File: src/rtl/id_bank_pkg.sv
// identification bank: offsets, field layout, reset values, link states and decode helpers
// assumes a single 40 MHz device clock shared by every user of this package
package id_bank_pkg;

  // ****************************************
  // register indices on the serial link
  // ****************************************
  localparam logic [15:0] IDX_MODEL_CODE = 16'h0000;  // device_model_code
  localparam logic [15:0] IDX_MODEL_MAJOR = 16'h0001; // model_major_revision
  localparam logic [15:0] IDX_MODEL_MINOR = 16'h0002; // model_minor_revision
  localparam logic [15:0] IDX_MODULE_MAJOR = 16'h0003; // module_major_revision
  localparam logic [15:0] IDX_MODULE_MINOR = 16'h0004; // module_minor_revision
  localparam logic [15:0] IDX_DATE = 16'h0006;         // manufacture_year_month

  // ****************************************
  // field layout and write masks
  // ****************************************
  localparam int DATE_YEAR_MSB = 7;   // last year digit
  localparam int DATE_YEAR_LSB = 4;
  localparam int DATE_MONTH_MSB = 3;  // month number
  localparam int DATE_MONTH_LSB = 0;
  localparam logic [7:0] MASK_FULL = 8'hFF; // whole byte writable
  localparam logic [7:0] MASK_REV = 8'h07;  // three-bit revision field
  localparam logic [7:0] MASK_NONE = 8'h00; // unmapped or reserved

  // ****************************************
  // reset values before the boot load
  // ****************************************
  localparam logic [7:0] RST_MODEL_CODE = 8'h5A;   // arbitrary model code
  localparam logic [7:0] RST_MODEL_MAJOR = 8'h06;  // arbitrary revision
  localparam logic [7:0] RST_MODEL_MINOR = 8'h05;  // arbitrary revision
  localparam logic [7:0] RST_MODULE_MAJOR = 8'h00; // replaced at boot
  localparam logic [7:0] RST_MODULE_MINOR = 8'h00; // replaced at boot
  localparam logic [7:0] RST_DATE = 8'h00;         // replaced at boot
  localparam logic [7:0] RST_UNUSED = 8'h00;       // unmapped slots
  localparam logic [7:0][7:0] STORE_RST = {RST_UNUSED, RST_DATE, RST_UNUSED,
    RST_MODULE_MINOR, RST_MODULE_MAJOR, RST_MODEL_MINOR, RST_MODEL_MAJOR, RST_MODEL_CODE};

  // ****************************************
  // serial link and boot load constants
  // ****************************************
  localparam logic [6:0] DEV_ADDR = 7'h2A;   // arbitrary slave address
  localparam logic [3:0] LINK_BITS = 4'h8;   // bits per byte
  localparam logic [1:0] BOOT_LAST = 2'h3;   // last entry of the load list
  localparam logic [3:0][2:0] BOOT_LIST = {3'h6, 3'h4, 3'h3, 3'h2}; // slots loaded at boot

  // link protocol states
  typedef enum logic [2:0] {
    LK_IDLE, LK_ADDR, LK_ACK, LK_IDXH, LK_IDXL, LK_WR, LK_RD, LK_RACK
  } link_state_t;

  // writable bits of a register, zero for unmapped indices
  function automatic logic [7:0] wr_mask(input logic [15:0] idx);
    case (idx)
      IDX_MODEL_CODE, IDX_DATE: wr_mask = MASK_FULL;
      IDX_MODEL_MAJOR, IDX_MODEL_MINOR, IDX_MODULE_MAJOR, IDX_MODULE_MINOR: wr_mask = MASK_REV;
      default: wr_mask = MASK_NONE;
    endcase
  endfunction

  // true when the index names a register of the bank
  function automatic logic is_mapped(input logic [15:0] idx);
    is_mapped = (wr_mask(idx) != MASK_NONE);
  endfunction

endpackage

File: src/rtl/id_store.sv
// identification store: eight byte slots with one write port and a registered read port
// assumes writes arrive already masked and that the clock enable freezes everything
`timescale 1ns/1ps
`default_nettype none
module id_store (
  // clock, reset and enable
  input wire logic clk_i,
  input wire logic rst_b_i,
  input wire logic ce_i,
  // write port
  input wire logic we_i,
  input wire logic [2:0] waddr_i,
  input wire logic [7:0] wdata_i,
  // read port
  input wire logic [2:0] raddr_i,
  output logic [7:0] rdata_o
);
  import id_bank_pkg::*;

  // ****************************************
  // state
  // ****************************************
  typedef struct packed {
    logic [7:0][7:0] mem; // byte slots
    logic [7:0] rdata;    // registered read data
  } store_t;

  store_t q; // current state
  store_t d; // next state

  // next state: write slot, sample read slot
  always_comb begin
    d = q;
    if (we_i) begin
      d.mem[waddr_i] = wdata_i;
    end
    d.rdata = q.mem[raddr_i];
  end

  // registers, held while the enable is low
  always_ff @(posedge clk_i or negedge rst_b_i) begin
    if (!rst_b_i) begin
      q <= '{mem: STORE_RST, rdata: RST_UNUSED};
    end else if (ce_i) begin
      q <= d;
    end
  end

  assign rdata_o = q.rdata;
endmodule
`default_nettype wire

File: src/rtl/id_bank.sv
// identification register bank behind a two-wire serial register link
// assumes scl and sda come from pins and the store loader shares the device clock
// Function
// - model code byte at index 0x000
// - model major revision in bits 2:0
// - model minor revision in bits 2:0
// - module major revision records store version
// - module minor revision in bits 2:0
// - boot load replaces the defaults of slots 2, 3, 4 and 6 before host access
// - date byte: year digit high, month low
`timescale 1ns/1ps
`default_nettype none
module id_bank (
  // clock, reset and enable
  input wire logic SYS_CLK_I,
  input wire logic RST_B_I,
  input wire logic CE_I,
  // serial link pins
  input wire logic SCL_I,
  input wire logic SDA_I,
  output logic SDA_O,
  output logic SDA_OE_B_O,
  // nonvolatile store load port
  output logic STORE_RD_O,
  output logic [2:0] STORE_ADDR_O,
  input wire logic STORE_ACK_I,
  input wire logic [7:0] STORE_DATA_I,
  // status
  output logic BOOT_DONE_O
);
  import id_bank_pkg::*;

  // ****************************************
  // state
  // ****************************************
  typedef struct packed {
    logic [2:0] scl_sync;  // [0] first stage, [2] previous value
    logic [2:0] sda_sync;
    link_state_t st;       // link state
    link_state_t nxt;      // state after the acknowledge bit
    logic [3:0] cnt;       // bit counter
    logic [7:0] sh;        // byte shifter
    logic [15:0] idx;      // register index, auto-incrementing
    logic sda_o;           // pin level when driven
    logic sda_oe_b;        // low while pulling sda low
    logic wr_req;          // store write pulse
    logic [2:0] wr_addr;
    logic [7:0] wr_data;
    logic boot_done;       // store load finished
    logic [1:0] boot_ptr;  // entry of the load list
    logic load_rd;         // load request pending
    logic [2:0] load_addr;
  } bank_t;

  localparam bank_t BANK_RST = '{scl_sync: 3'h7, sda_sync: 3'h7, st: LK_IDLE, nxt: LK_IDLE,
    cnt: 4'h0, sh: 8'h00, idx: 16'h0000, sda_o: 1'b0, sda_oe_b: 1'b1, wr_req: 1'b0,
    wr_addr: 3'h0, wr_data: 8'h00, boot_done: 1'b0, boot_ptr: 2'h0, load_rd: 1'b0,
    load_addr: 3'h0};

  bank_t q; // current state
  bank_t d; // next state
  logic [7:0] store_rdata; // byte at the current index
  logic scl_rise;
  logic scl_fall;
  logic start_seen;
  logic stop_seen;
  logic [7:0] rd_byte;     // read answer, zero for unmapped indices

  // ****************************************
  // byte store
  // ****************************************
  id_store u_store (
    .clk_i(SYS_CLK_I),
    .rst_b_i(RST_B_I),
    .ce_i(CE_I),
    .we_i(q.wr_req),
    .waddr_i(q.wr_addr),
    .wdata_i(q.wr_data),
    .raddr_i(q.idx[2:0]),
    .rdata_o(store_rdata)
  );

  // ****************************************
  // pin events from the synchronised copies
  // ****************************************
  always_comb begin
    scl_rise = q.scl_sync[1] && !q.scl_sync[2];
    scl_fall = !q.scl_sync[1] && q.scl_sync[2];
    start_seen = q.scl_sync[1] && q.scl_sync[2] && q.sda_sync[2] && !q.sda_sync[1];
    stop_seen = q.scl_sync[1] && q.scl_sync[2] && !q.sda_sync[2] && q.sda_sync[1];
    rd_byte = is_mapped(q.idx) ? store_rdata : MASK_NONE;
  end

  // next state: synchronisers, boot load, link protocol
  always_comb begin
    d = q;
    d.scl_sync = {q.scl_sync[1:0], SCL_I};
    d.sda_sync = {q.sda_sync[1:0], SDA_I};
    d.wr_req = 1'b0;
    // boot load: one request per list entry, written masked on acknowledge
    if (!q.boot_done) begin
      if (!q.load_rd) begin
        d.load_rd = 1'b1;
        d.load_addr = BOOT_LIST[q.boot_ptr];
      end else if (STORE_ACK_I) begin
        d.load_rd = 1'b0;
        d.wr_req = 1'b1;
        d.wr_addr = q.load_addr;
        d.wr_data = STORE_DATA_I & wr_mask({13'h0000, q.load_addr});
        if (q.boot_ptr == BOOT_LAST) begin
          d.boot_done = 1'b1;
        end else begin
          d.boot_ptr = q.boot_ptr + 2'h1;
        end
      end
    end
    // link: stop and start override any byte in flight
    if (stop_seen) begin
      d.st = LK_IDLE;
      d.sda_oe_b = 1'b1;
    end else if (start_seen) begin
      d.st = LK_ADDR;
      d.cnt = 4'h0;
      d.sda_oe_b = 1'b1;
    end else begin
      case (q.st)
        LK_IDLE: begin
          d.sda_oe_b = 1'b1;
        end
        // receiving states: shift on rise, act after the eighth bit
        LK_ADDR, LK_IDXH, LK_IDXL, LK_WR: begin
          if (scl_rise) begin
            d.sh = {q.sh[6:0], q.sda_sync[1]};
            d.cnt = q.cnt + 4'h1;
          end else if (scl_fall && q.cnt == LINK_BITS) begin
            d.cnt = 4'h0;
            d.st = LK_ACK;
            d.sda_oe_b = 1'b0;
            case (q.st)
              LK_ADDR: begin
                // no acknowledge until the boot load is over
                if (q.sh[7:1] == DEV_ADDR && q.boot_done) begin
                  d.nxt = q.sh[0] ? LK_RD : LK_IDXH;
                end else begin
                  d.st = LK_IDLE;
                  d.sda_oe_b = 1'b1;
                end
              end
              LK_IDXH: begin
                d.idx[15:8] = q.sh;
                d.nxt = LK_IDXL;
              end
              LK_IDXL: begin
                d.idx[7:0] = q.sh;
                d.nxt = LK_WR;
              end
              default: begin
                // data byte: store writable bits only, then step the index
                if (is_mapped(q.idx)) begin
                  d.wr_req = 1'b1;
                  d.wr_addr = q.idx[2:0];
                  d.wr_data = q.sh & wr_mask(q.idx);
                end
                d.idx = q.idx + 16'h0001;
                d.nxt = LK_WR;
              end
            endcase
          end
        end
        // acknowledge bit: release or start the read byte on the next fall
        LK_ACK: begin
          if (scl_fall) begin
            if (q.nxt == LK_RD) begin
              d.sda_oe_b = rd_byte[7];
              d.sh = {rd_byte[6:0], 1'b0};
              d.cnt = 4'h1;
              d.st = LK_RD;
            end else begin
              d.sda_oe_b = 1'b1;
              d.st = q.nxt;
            end
          end
        end
        // read byte: one bit per fall, msb first
        LK_RD: begin
          if (scl_fall) begin
            if (q.cnt == LINK_BITS) begin
              d.sda_oe_b = 1'b1;
              d.cnt = 4'h0;
              d.st = LK_RACK;
            end else begin
              d.sda_oe_b = q.sh[7];
              d.sh = {q.sh[6:0], 1'b0};
              d.cnt = q.cnt + 4'h1;
            end
          end
        end
        // host acknowledge: continue with the next index or stop
        LK_RACK: begin
          if (scl_rise) begin
            if (q.sda_sync[1]) begin
              d.st = LK_IDLE;
            end else begin
              d.idx = q.idx + 16'h0001;
              d.nxt = LK_RD;
              d.st = LK_ACK;
            end
          end
        end
        default: begin
          d.st = LK_IDLE;
          d.sda_oe_b = 1'b1;
        end
      endcase
    end
  end

  // registers, held while the enable is low
  always_ff @(posedge SYS_CLK_I or negedge RST_B_I) begin
    if (!RST_B_I) begin
      q <= BANK_RST;
    end else if (CE_I) begin
      q <= d;
    end
  end

  // outputs straight from the state register
  assign SDA_O = q.sda_o;
  assign SDA_OE_B_O = q.sda_oe_b;
  assign STORE_RD_O = q.load_rd;
  assign STORE_ADDR_O = q.load_addr;
  assign BOOT_DONE_O = q.boot_done;
endmodule
`default_nettype wire

File: config.mk
export PLATFORM = sky130hd
export DESIGN_NAME = id_bank
export DESIGN_NICKNAME = d
export VERILOG_FILES = /design/src/rtl/id_bank_pkg.sv /design/src/rtl/id_store.sv /design/src/rtl/id_bank.sv
export SDC_FILE = /design/constraint.sdc
export NUM_CORES = 1
export LEC_CHECK = 0
export BUFFER_PORTS_ARGS = -buffer_cell sky130_fd_sc_hd__buf_2
export CORE_UTILIZATION = 37
export CTS_BUF_LIST = sky130_fd_sc_hd__clkbuf_16
export DETAILED_ROUTE_END_ITERATION = 10
export SYNTH_ARGS = -nofsm -noshare
export SYNTH_HDL_FRONTEND = slang
export SYNTH_SLANG_ARGS = --single-unit
File: constraint.sdc
create_clock -name SYS_CLK_I -period 2.5 [get_ports SYS_CLK_I]
set_input_delay 0.375 -clock SYS_CLK_I [delete_from_list [all_inputs] [get_ports SYS_CLK_I]]
set_output_delay 0.375 -clock SYS_CLK_I [all_outputs]
set_load 0.005 [all_outputs]
==> results_dict.tcl, run 1 <==
set metrics [dict create \
    place_ws_ns 0.222 \
    syn-cell-area_mm2 0.00697 \
    end_kind "flip-flop" \
    clkPwrFrac 0.328 \
    root_buffer "clkbuf_16" \
    hold_class "in2reg" \
    power_density_mw_per_mm2 953 \
    power.switching_mw 2.70 \
    avgViaCountPerCell 5.81 \
    cp_data_arrival_time_ns 2.60 \
    fin_skew_ns 0.00942 \
    seq_power_share 0.404 \
    holdPathEnd "d[59]" \
    crit_required_ns 2.80 \
    slew_headroom 0.569 \
    finalMaxSlewViolations 0 \
    cts_buffers 17 \
    ant_nets 0 \
    reg2reg_from "q[45]" \
    ys_seq_area_frac 0.476 \
    worstHoldStart "SCL_I" \
    clkTransAtPathRegs_ns 0.06 \
    place.detailed.hpwl_um 11900 \
    core_area_mm2 0.0182 \
    postSynthAreaPerCell_um2 11.3 \
    insertion_delay_ns 0.43 \
    ys.flop_type "dfrtp_1" \
    grt_pass1_vias 5231 \
    reg2reg_to "q[7]" \
    final_cells 882 \
    p_comb_frac 0.268 \
    r2r_cells 8 \
    firstDrtPassIters 5 \
    r2r_slack_ns 0.20 \
    clockBufferDepth 2 \
    io_buffers 19 \
    cts_hold_buf 1 \
    n_fill_cell 1658 \
    hold_violations 0 \
    synth_cells 616 \
    grt_setup_unrepaired "false" \
    tritoncts "built" \
    first_iter_violations 412 \
    gp_congestion 0.891 \
    worst_slew_pin_slew_ns 0.645 \
    routed_wl_um 17500 \
    synthArstFlopShare 1.00 \
    switching_share 0.356 \
    area_growth_pct 13.9 \
    grt_usage 0.193 \
    clkSinkCount 132 \
    outcome "complete, no violations" \
    cap_violations 0 \
    grt-ovfl-total 0 \
    die_x_um 139 \
    finalWorstSetupSlack_ns 0.201 \
    setup_tns_ns 0 \
    period_share 0.919 \
    grt_max_degree 62 \
    post-route-util 0.436 \
    worstSetupPathType "reg2reg" \
    layout-drive-gt1-share 0.298 \
    dieHeight_um 139 \
    drc 0 \
    fmax_mhz 435 \
    hold_depth 2 \
    dp_cells 848 \
    setup_viol 0 \
    synth_edf_count 0 \
    ys_types 73 \
    worstSetupStartpoint "q[45]" \
    vias 5126 \
    antenna_found_initial 1 \
    htreeDepth 4 \
    intPower_mw 4.87 \
    rows 49 \
    post-cts-setup-buffer-count 0 \
    initial_utilization 0.383 \
    p_leak_nw 3.49 \
    cts_resized 0 \
    pin_count 21 \
    nets 662 \
    critical_path.max_fanout 14 \
    syn_nets 639 \
    cp-start-kind "flip-flop" \
    synth_seq_cells 132 \
    ir_drop_v 0.000548 \
    routedWlPerCell_um 19.9 \
    yosysWarnings 0 \
    grt_pass1_wl_um 28400 \
    dieArea_mm2 0.0194 \
    period_minus_slack_ns 2.30 \
]
[cells in the final DEF, fill, tap and decap left out, drive strengths merged, types with 3 or more instances in the layout]
cell	n
a211o	3
a21oi	43
a221o	8
a22o	10
a2bb2oi	4
a311o	5
a31oi	7
and2	6
and3	3
and3b	5
buf	40
clkbuf	17
clkinv	5
clkinvlp	3
dfrtp	117
dfstp	15
ha	9
inv	25
mux2	79
mux2i	11
mux4	16
nand2	37
nand2b	7
nand3	23
nand4	6
nor2	41
nor2b	7
nor3	11
nor4	8
o211ai	5
o21ai	20
o22ai	7
o31ai	3
or3	3
[power by group through the flow]
stage | registers (mW) | logic, mW | clock network (mW)
2_1_floorplan | 2.81 | 1.63 | 0
3_3_place_gp | 3.05 | 1.97 | 0
3_5_place_dp | 3.08 | 2.01 | 0
4_1_cts | 3.04 | 2.03 | 2.53
5_1_grt | 3.12 | 2.23 | 2.63
6_report | 3.06 | 2.03 | 2.48
[through the flow]
step	hold slack (ns)	instance area [um2]	power, mW
floorplan	0.0794	6980	4.44
global placement	0.400	7350	5.02
detailed placement	0.403	7350	5.09
CTS	0.168	7940	7.60
global route	0.185	7950	7.98
finish	0.187	7950	7.57
[how the worst max path moves through the flow]
stage / end / slack (ns)
CTS: q[7] / 0.22
floorplan: SDA_OE_B_O / 0.11
global route: q[7] / 0.008
finish: q[7] / 0.20
detailed placement: q[7] / 0.22
global placement: q[9] / 0.35
[worst max-delay path: stages, from the launching register on]
cell,delay [ns]
dfrtp_1,0.41
inv_1,0.10
ha_1,0.18
and3b_1,0.32
nand2_1,0.24
nor4_4,0.25
buf_4,0.22
and3b_1,0.20
a221o_1,0.27
[synthesized netlist by cell type (all sizes together), types with 10 or more instances]
| library cell | number | area share |
|---|---|---|
| a21oi | 43 | 0.031 |
| a22o | 10 | 0.013 |
| buf | 19 | 0.016 |
| clkbuf | 18 | 0.0099 |
| dfrtp | 117 | 0.42 |
| dfstp | 15 | 0.057 |
| inv | 20 | 0.011 |
| mux2 | 79 | 0.13 |
| mux2i | 11 | 0.016 |
| mux4 | 16 | 0.052 |
| nand2 | 37 | 0.020 |
| nand3 | 23 | 0.017 |
| nor2 | 41 | 0.023 |
| nor3 | 11 | 0.0086 |
| o21ai | 20 | 0.015 |
[cell type report]
cell class              instances  area (um2)  share of cell area
diodes                          1        2.50            0.000315
well taps                     229         287              0.0361
inverters                      20        77.6             0.00976
clock inverters                15         158              0.0198
multi-input cells             427        3400               0.427
repair buffers                 41         278              0.0350
flip-flops and latches        132        3320               0.418
clock buffers                  17         425              0.0535
[per-layer routing]
| layer | wire, um | part of all wire | up-vias | track usage |
|---|---|---|---|---|
| li1 | - | - | 2342 | - |
| met1 | 7600 | 0.43 | 2603 | 0.244 |
| met2 | 8660 | 0.49 | 143 | 0.317 |
| met3 | 754 | 0.043 | 38 | 0.0403 |
| met4 | 531 | 0.030 | 0 | 0.0906 |
| met5 | 0 | 0 | - | 0 |
[cells by family (layout without fill, tap and decap cells)]
kind of cell | after synthesis | after routing | synth area share
AND/OR/NAND/NOR | 170 | 170 | 0.133
adder cells (fa/ha/maj) | 9 | 9 | 0.0161
flip-flops | 132 | 132 | 0.476
other | 1 | 2 | 0.000538
AO/OA/AOI/OAI | 138 | 138 | 0.139
buffers and inverters | 57 | 93 | 0.0366
XOR/XNOR | 3 | 3 | 0.00377
multiplexers | 106 | 106 | 0.195
[sequential cells by signal, indices dropped and copies added (netlist names)]
signal,cells
u_store.rdata_o,8
d,4
BOOT_DONE_O,1
STORE_ADDR_O,3
STORE_RD_O,1
SDA_OE_B_O,1
q,50
u_store.q,64
Power figures use the tool's default switching activity.
==> run 2: changes to the inputs <==
--- a/config.mk
+++ b/config.mk
@@ -6,6 +6,7 @@
 export NUM_CORES = 1
 export LEC_CHECK = 0
 export BUFFER_PORTS_ARGS = -buffer_cell sky130_fd_sc_hd__buf_2
+export CORE_ASPECT_RATIO = 0.75
 export CORE_UTILIZATION = 37
 export CTS_BUF_LIST = sky130_fd_sc_hd__clkbuf_16
 export DETAILED_ROUTE_END_ITERATION = 10
==> run 2 against run 1 <==
Net effect:
- sequential share of layout area down 0.49 points
- sequential power about the same
- worst hold slack better by 0.0023 ns
- clock power up 4%
- die area about the same
- count of clock-buffer cells in the layout unchanged
- setup slack better by 0.024 ns
- critical endpoint is now q[8]
==> results_dict.tcl, run 2 (synthesis results as in run 1) <==
set metrics [dict create \
    crit_required_ns 2.80 \
    hold_class "in2reg" \
    final_cell_mix "dfrtp_1, mux2_2, a21oi_1, nor2_1, nand2_1" \
    htreeDepth 4 \
    routed_wl_um 17300 \
    layout-drive-gt1-share 0.300 \
    final_common_cell "dfrtp_1" \
    reg2reg_from "q[45]" \
    worstSetupStartpoint "q[45]" \
    place_ws_ns 0.279 \
    largest_reg_flops 64 \
    cp-start-kind "flip-flop" \
    cts_resized 0 \
    place_area_mm2 0.00742 \
    outcome "complete, no violations" \
    drc 0 \
    dieHeight_um 121 \
    power_density_mw_per_mm2 961 \
    grt_pass1_vias 5128 \
    antenna_found_initial 0 \
    post-route-util 0.436 \
    area_growth_pct 15.3 \
    core_area_mm2 0.0185 \
    fmax_mhz 440 \
    pin_count 21 \
    grt_setup_unrepaired "false" \
    cp_data_arrival_time_ns 2.57 \
    total_power_mw 7.72 \
    end_kind "flip-flop" \
    period_share 0.910 \
    clkPwrFrac 0.336 \
    first_iter_violations 467 \
    cts_buffers 17 \
    switching_share 0.341 \
    grt_pass1_wl_um 28700 \
    clockBufferDepth 2 \
    root_buffer "clkbuf_16" \
    slew_headroom 0.534 \
    insertion_delay_ns 0.42 \
    period_minus_slack_ns 2.27 \
    worst_slew_pin_slew_ns 0.697 \
    p_comb_frac 0.266 \
    hold_violations 0 \
    clkSinkCount 132 \
    clkTransAtPathRegs_ns 0.06 \
    firstDrtPassIters 5 \
    rows 43 \
    vias 5163 \
    fin_skew_ns 0.0125 \
    die_x_um 161 \
    final_cells 903 \
    grt_max_degree 43 \
    ir_drop_v 0.000542 \
    gp_congestion 0.892 \
    worstSetupPathType "reg2reg" \
    nets 666 \
    regMostFlops "u_store.q" \
    avgViaCountPerCell 5.72 \
    grt-ovfl-total 0 \
    cap_violations 0 \
    finalMaxSlewViolations 0 \
    p_leak_nw 3.55 \
    tritoncts "built" \
    critical_path.max_fanout 14 \
    diodes 0 \
    setup_tns_ns 0 \
    initial_utilization 0.378 \
    power.switching_mw 2.64 \
    setup_viol 0 \
    grt_usage 0.193 \
    place.detailed.hpwl_um 12400 \
    intPower_mw 5.09 \
    routedWlPerCell_um 19.2 \
    worstHoldStart "SCL_I" \
    hold_slack_ns 0.189 \
    dieArea_mm2 0.0194 \
    ant_nets 0 \
    final_area_mm2 0.00804 \
    finalWorstSetupSlack_ns 0.226 \
    seq_power_share 0.398 \
    io_buffers 19 \
    dp_cells 870 \
    r2r_slack_ns 0.23 \
]
## run 2: cell type report
class | count | area (um2)
clock inverters | 15 | 189
inverters | 20 | 77.6
multi-input cells | 427 | 3400
clock buffers | 17 | 425
flip-flops and latches | 132 | 3320
well taps | 247 | 309
repair buffers | 45 | 320
fillers | 1738 | 10400
## run 2: critical path, stage by stage, from the launching register on
cell,delay (ns)
dfrtp_1,0.41
inv_1,0.09
ha_1,0.16
and3b_1,0.31
nand2_1,0.23
nor4_4,0.26
buf_4,0.23
and3b_1,0.20
a221o_1,0.26
## run 2: metal layers
| layer | vias up | track usage | share of wire |
|---|---|---|---|
| met4 | 0 | 0.0536 | 0.010 |
| met5 | - | 0 | 0 |
| met2 | 165 | 0.281 | 0.43 |
| met3 | 16 | 0.0458 | 0.062 |
| li1 | 2356 | - | - |
| met1 | 2626 | 0.284 | 0.49 |
## run 2: worst paths after layout
path	end	cells after the start
setup / recovery	q[8]	8
hold / removal	d[59]	2
setup reg to reg	q[8]	8
hold reg to reg	d[57]	2
max in group asynchronous	u_store.q[12]	3
min in group asynchronous	q[26]	2
## run 2: what timing repair did
item / in CTS / in global routing
setup buffers: 0 / 0
hold endpoints to repair: 36 / 0
hold buffers: 1 / 0
## run 2: power groups by stage
| stage | combinational [mW] | sequential, mW | clock, mW |
|---|---|---|---|
| global placement | 2.00 | 3.07 | 0 |
| finish | 2.06 | 3.07 | 2.59 |
| detailed placement | 2.04 | 3.09 | 0 |
| CTS | 2.05 | 3.06 | 2.64 |
| global route | 2.27 | 3.13 | 2.74 |
| floorplan | 1.63 | 2.81 | 0 |
==> run 3: changes to the inputs <==
--- a/config.mk
+++ b/config.mk
@@ -7,9 +7,11 @@
 export LEC_CHECK = 0
 export BUFFER_PORTS_ARGS = -buffer_cell sky130_fd_sc_hd__buf_2
 export CORE_ASPECT_RATIO = 0.75
+export CORE_MARGIN = 3
 export CORE_UTILIZATION = 37
 export CTS_BUF_LIST = sky130_fd_sc_hd__clkbuf_16
 export DETAILED_ROUTE_END_ITERATION = 10
 export SYNTH_ARGS = -nofsm -noshare
 export SYNTH_HDL_FRONTEND = slang
+export SYNTH_HIERARCHICAL = 1
 export SYNTH_SLANG_ARGS = --single-unit
==> run 3 against run 2 <==
Net effect:
- global-route usage decreased by 2.1 points
- wire length increased by 1.6%
- synthesized area increased by 2.5%
- total power increased by 8.5%
- clock power about the same
- first-iteration DRC count increased by 16%
- setup slack got worse by 0.094 ns
- critical path depth decreased by 2
- cell count increased by 4.0%
- combinational power decreased by 2%
==> results_dict.tcl, run 3 <==
set metrics [dict create \
    switching_share 0.324 \
    place.detailed.hpwl_um 12200 \
    final_cell_mix "dfrtp_1, mux2_2, a21oi_1, nand2_1, nand3_1" \
    hold_class "in2reg" \
    antenna_found_initial 0 \
    clkSinkCount 132 \
    tritoncts "built" \
    clkPwrFrac 0.305 \
    crit_required_ns 2.86 \
    gp_congestion 0.909 \
    pin_count 21 \
    ys_types 70 \
    dieHeight_um 126 \
    routedWlPerCell_um 18.8 \
    root_buffer "clkbuf_16" \
    clockBufferDepth 2 \
    vias 5292 \
    fmax_mhz 422 \
    rows 43 \
    synth_top_area_cell "dfrtp_1" \
    power.switching_mw 2.72 \
    hold_depth 2 \
    slew_headroom 0.453 \
    synth_top_cell_area_share 0.409 \
    power_density_mw_per_mm2 1040 \
    fin_skew_ns 0.0108 \
    grt_usage 0.172 \
    synth_seq_cells 132 \
    first_iter_violations 541 \
    hold_violations 0 \
    hold_slack_ns 0.188 \
    ys_seq_area_frac 0.465 \
    grt_max_degree 74 \
    routed_wl_um 17600 \
    die_x_um 167 \
    p_leak_nw 3.36 \
    crit_end "q[27]" \
    avgViaCountPerCell 5.64 \
    cap_violations 0 \
    synth_cells 668 \
    syn_nets 691 \
    setup_viol 0 \
    end_kind "flip-flop" \
    ys_top_cells_by_area "dfrtp_1, mux2_2, dfstp_2" \
    cp-start-kind "flip-flop" \
    period_share 0.947 \
    period_minus_slack_ns 2.37 \
    worstSetupPathType "reg2reg" \
    p_comb_frac 0.241 \
    grt_pass1_wl_um 28800 \
    regMostFlops "u_store/q" \
    core_area_mm2 0.0187 \
    diodes 0 \
    reg2reg_from "d[57]" \
    grt_setup_unrepaired "false" \
    synth_common_cells "dfrtp_1, mux2_2, a21oi_1" \
    final_common_cell "dfrtp_1" \
    worstSetupStartpoint "d[57]" \
    setup_tns_ns 0 \
    grt_pass1_vias 5218 \
    dieArea_mm2 0.0210 \
    finalMaxSlewViolations 0 \
    yosysMostFrequentCell "dfrtp_1" \
    area_growth_pct 12.7 \
    yosysWarnings 6 \
    cts_buffers 17 \
    r2r_slack_ns 0.13 \
    seq_power_share 0.454 \
    worst_slew_pin_slew_ns 0.819 \
    largest_reg_flops 64 \
    multiInputGateArea_mm2 0.00347 \
    post-route-util 0.430 \
    postSynthAreaPerCell_um2 10.7 \
    syn-cell-area_mm2 0.00715 \
    ant_nets 0 \
    grt-ovfl-total 0 \
    reg2reg_to "q[27]" \
    r2r_cells 6 \
    synthArstFlopShare 1.00 \
    ys.flop_type "dfrtp_1" \
    initial_utilization 0.382 \
    cp_data_arrival_time_ns 2.72 \
    critical_path.max_fanout 16 \
    n_fill_cell 1765 \
    htreeDepth 4 \
    firstDrtPassIters 5 \
    io_buffers 19 \
    insertion_delay_ns 0.42 \
    drc 0 \
    synth_edf_count 0 \
    layout-drive-gt1-share 0.260 \
    intPower_mw 5.66 \
    ir_drop_v 0.000684 \
    outcome "complete, no violations" \
    regArea_mm2 0.00332 \
    nets 702 \
    clkTransAtPathRegs_ns 0.06 \
]
-- run 3: cell count changes in the layout (fill, tap and decap cells not counted), sizes merged, moves of 8 or more --
cell	delta
nor2b	+14
a22oi	+21
nand3	+15
mux2i	+16
a221o	-8
a22o	-9
a41o	+8
mux4	-16
o21ai	+19
-- run 3: cell type report --
| type | instances | area share |
|---|---|---|
| multi-input cells | 472 | 0.431 |
| flip-flops and latches | 132 | 0.412 |
| clock buffers | 17 | 0.0528 |
| well taps | 247 | 0.0384 |
| repair buffers | 40 | 0.0356 |
| clock inverters | 15 | 0.0227 |
| inverters | 16 | 0.00745 |
-- run 3: power groups by stage --
stage | Combinational (mW) | Sequential (mW) | Clock, mW
6_report | 2.02 | 3.80 | 2.56
5_1_grt | 2.25 | 3.92 | 2.72
4_1_cts | 2.02 | 3.79 | 2.61
3_5_place_dp | 2.01 | 3.81 | 0
3_3_place_gp | 1.95 | 3.75 | 0
2_1_floorplan | 1.71 | 3.47 | 0
-- run 3: through the flow --
stage / setup WS (ns) / std cells / power (mW) / area (um2)
floorplan: 0.517 / 668 / 5.17 / 7150
finish: 0.132 / 939 / 8.38 / 8060
detailed placement: 0.265 / 906 / 5.82 / 7440
global route: 0.0320 / 939 / 8.89 / 8060
CTS: 0.216 / 939 / 8.42 / 8060
global placement: 0.335 / 906 / 5.71 / 7440
-- run 3: cells by family after synthesis --
| kind of cell | after synthesis | synth area share |
|---|---|---|
| XOR/XNOR | 3 | 0.00473 |
| flip-flops | 132 | 0.465 |
| adder cells (fa/ha/maj) | 9 | 0.0157 |
| other | 1 | 0.000524 |
| AO/OA/AOI/OAI | 171 | 0.158 |
| buffers and inverters | 64 | 0.0504 |
| AND/OR/NAND/NOR | 187 | 0.144 |
| multiplexers | 101 | 0.163 |
-- run 3: critical path: stages (launching register included) --
cell,delay (ns)
dfstp_2,0.64
xnor2_2,0.14
or2_1,0.27
nand3_4,0.12
or3b_1,0.64
a21oi_1,0.30
o22a_1,0.18
-- run 3: layer usage --
metal / track usage / wire length, um / vias up
met2: 0.250 / 7430 / 172
met3: 0.0308 / 974 / 18
met1: 0.261 / 8980 / 2638
met5: 0 / 0 / -
met4: 0.0548 / 228 / 0
li1: - / - / 2464
-- run 3: worst min path at each step --
stage	start	endpoint	slack [ns]
2_1_floorplan	RST_B_I	BOOT_DONE_O	0.08
3_3_place_gp	RST_B_I	q[36]	0.28
3_5_place_dp	RST_B_I	q[36]	0.29
4_1_cts	SDA_I	d[56]	0.17
5_1_grt	SDA_I	d[56]	0.19
6_report	SDA_I	d[56]	0.19
-- run 3: what timing repair did --
action                                 4_1_cts  5_1_grt
hold buffers                                 1        0
gates resized for setup                      0        1
endpoints found under the hold margin       29        0
setup endpoints to repair                    0        1
setup buffers                                0        0
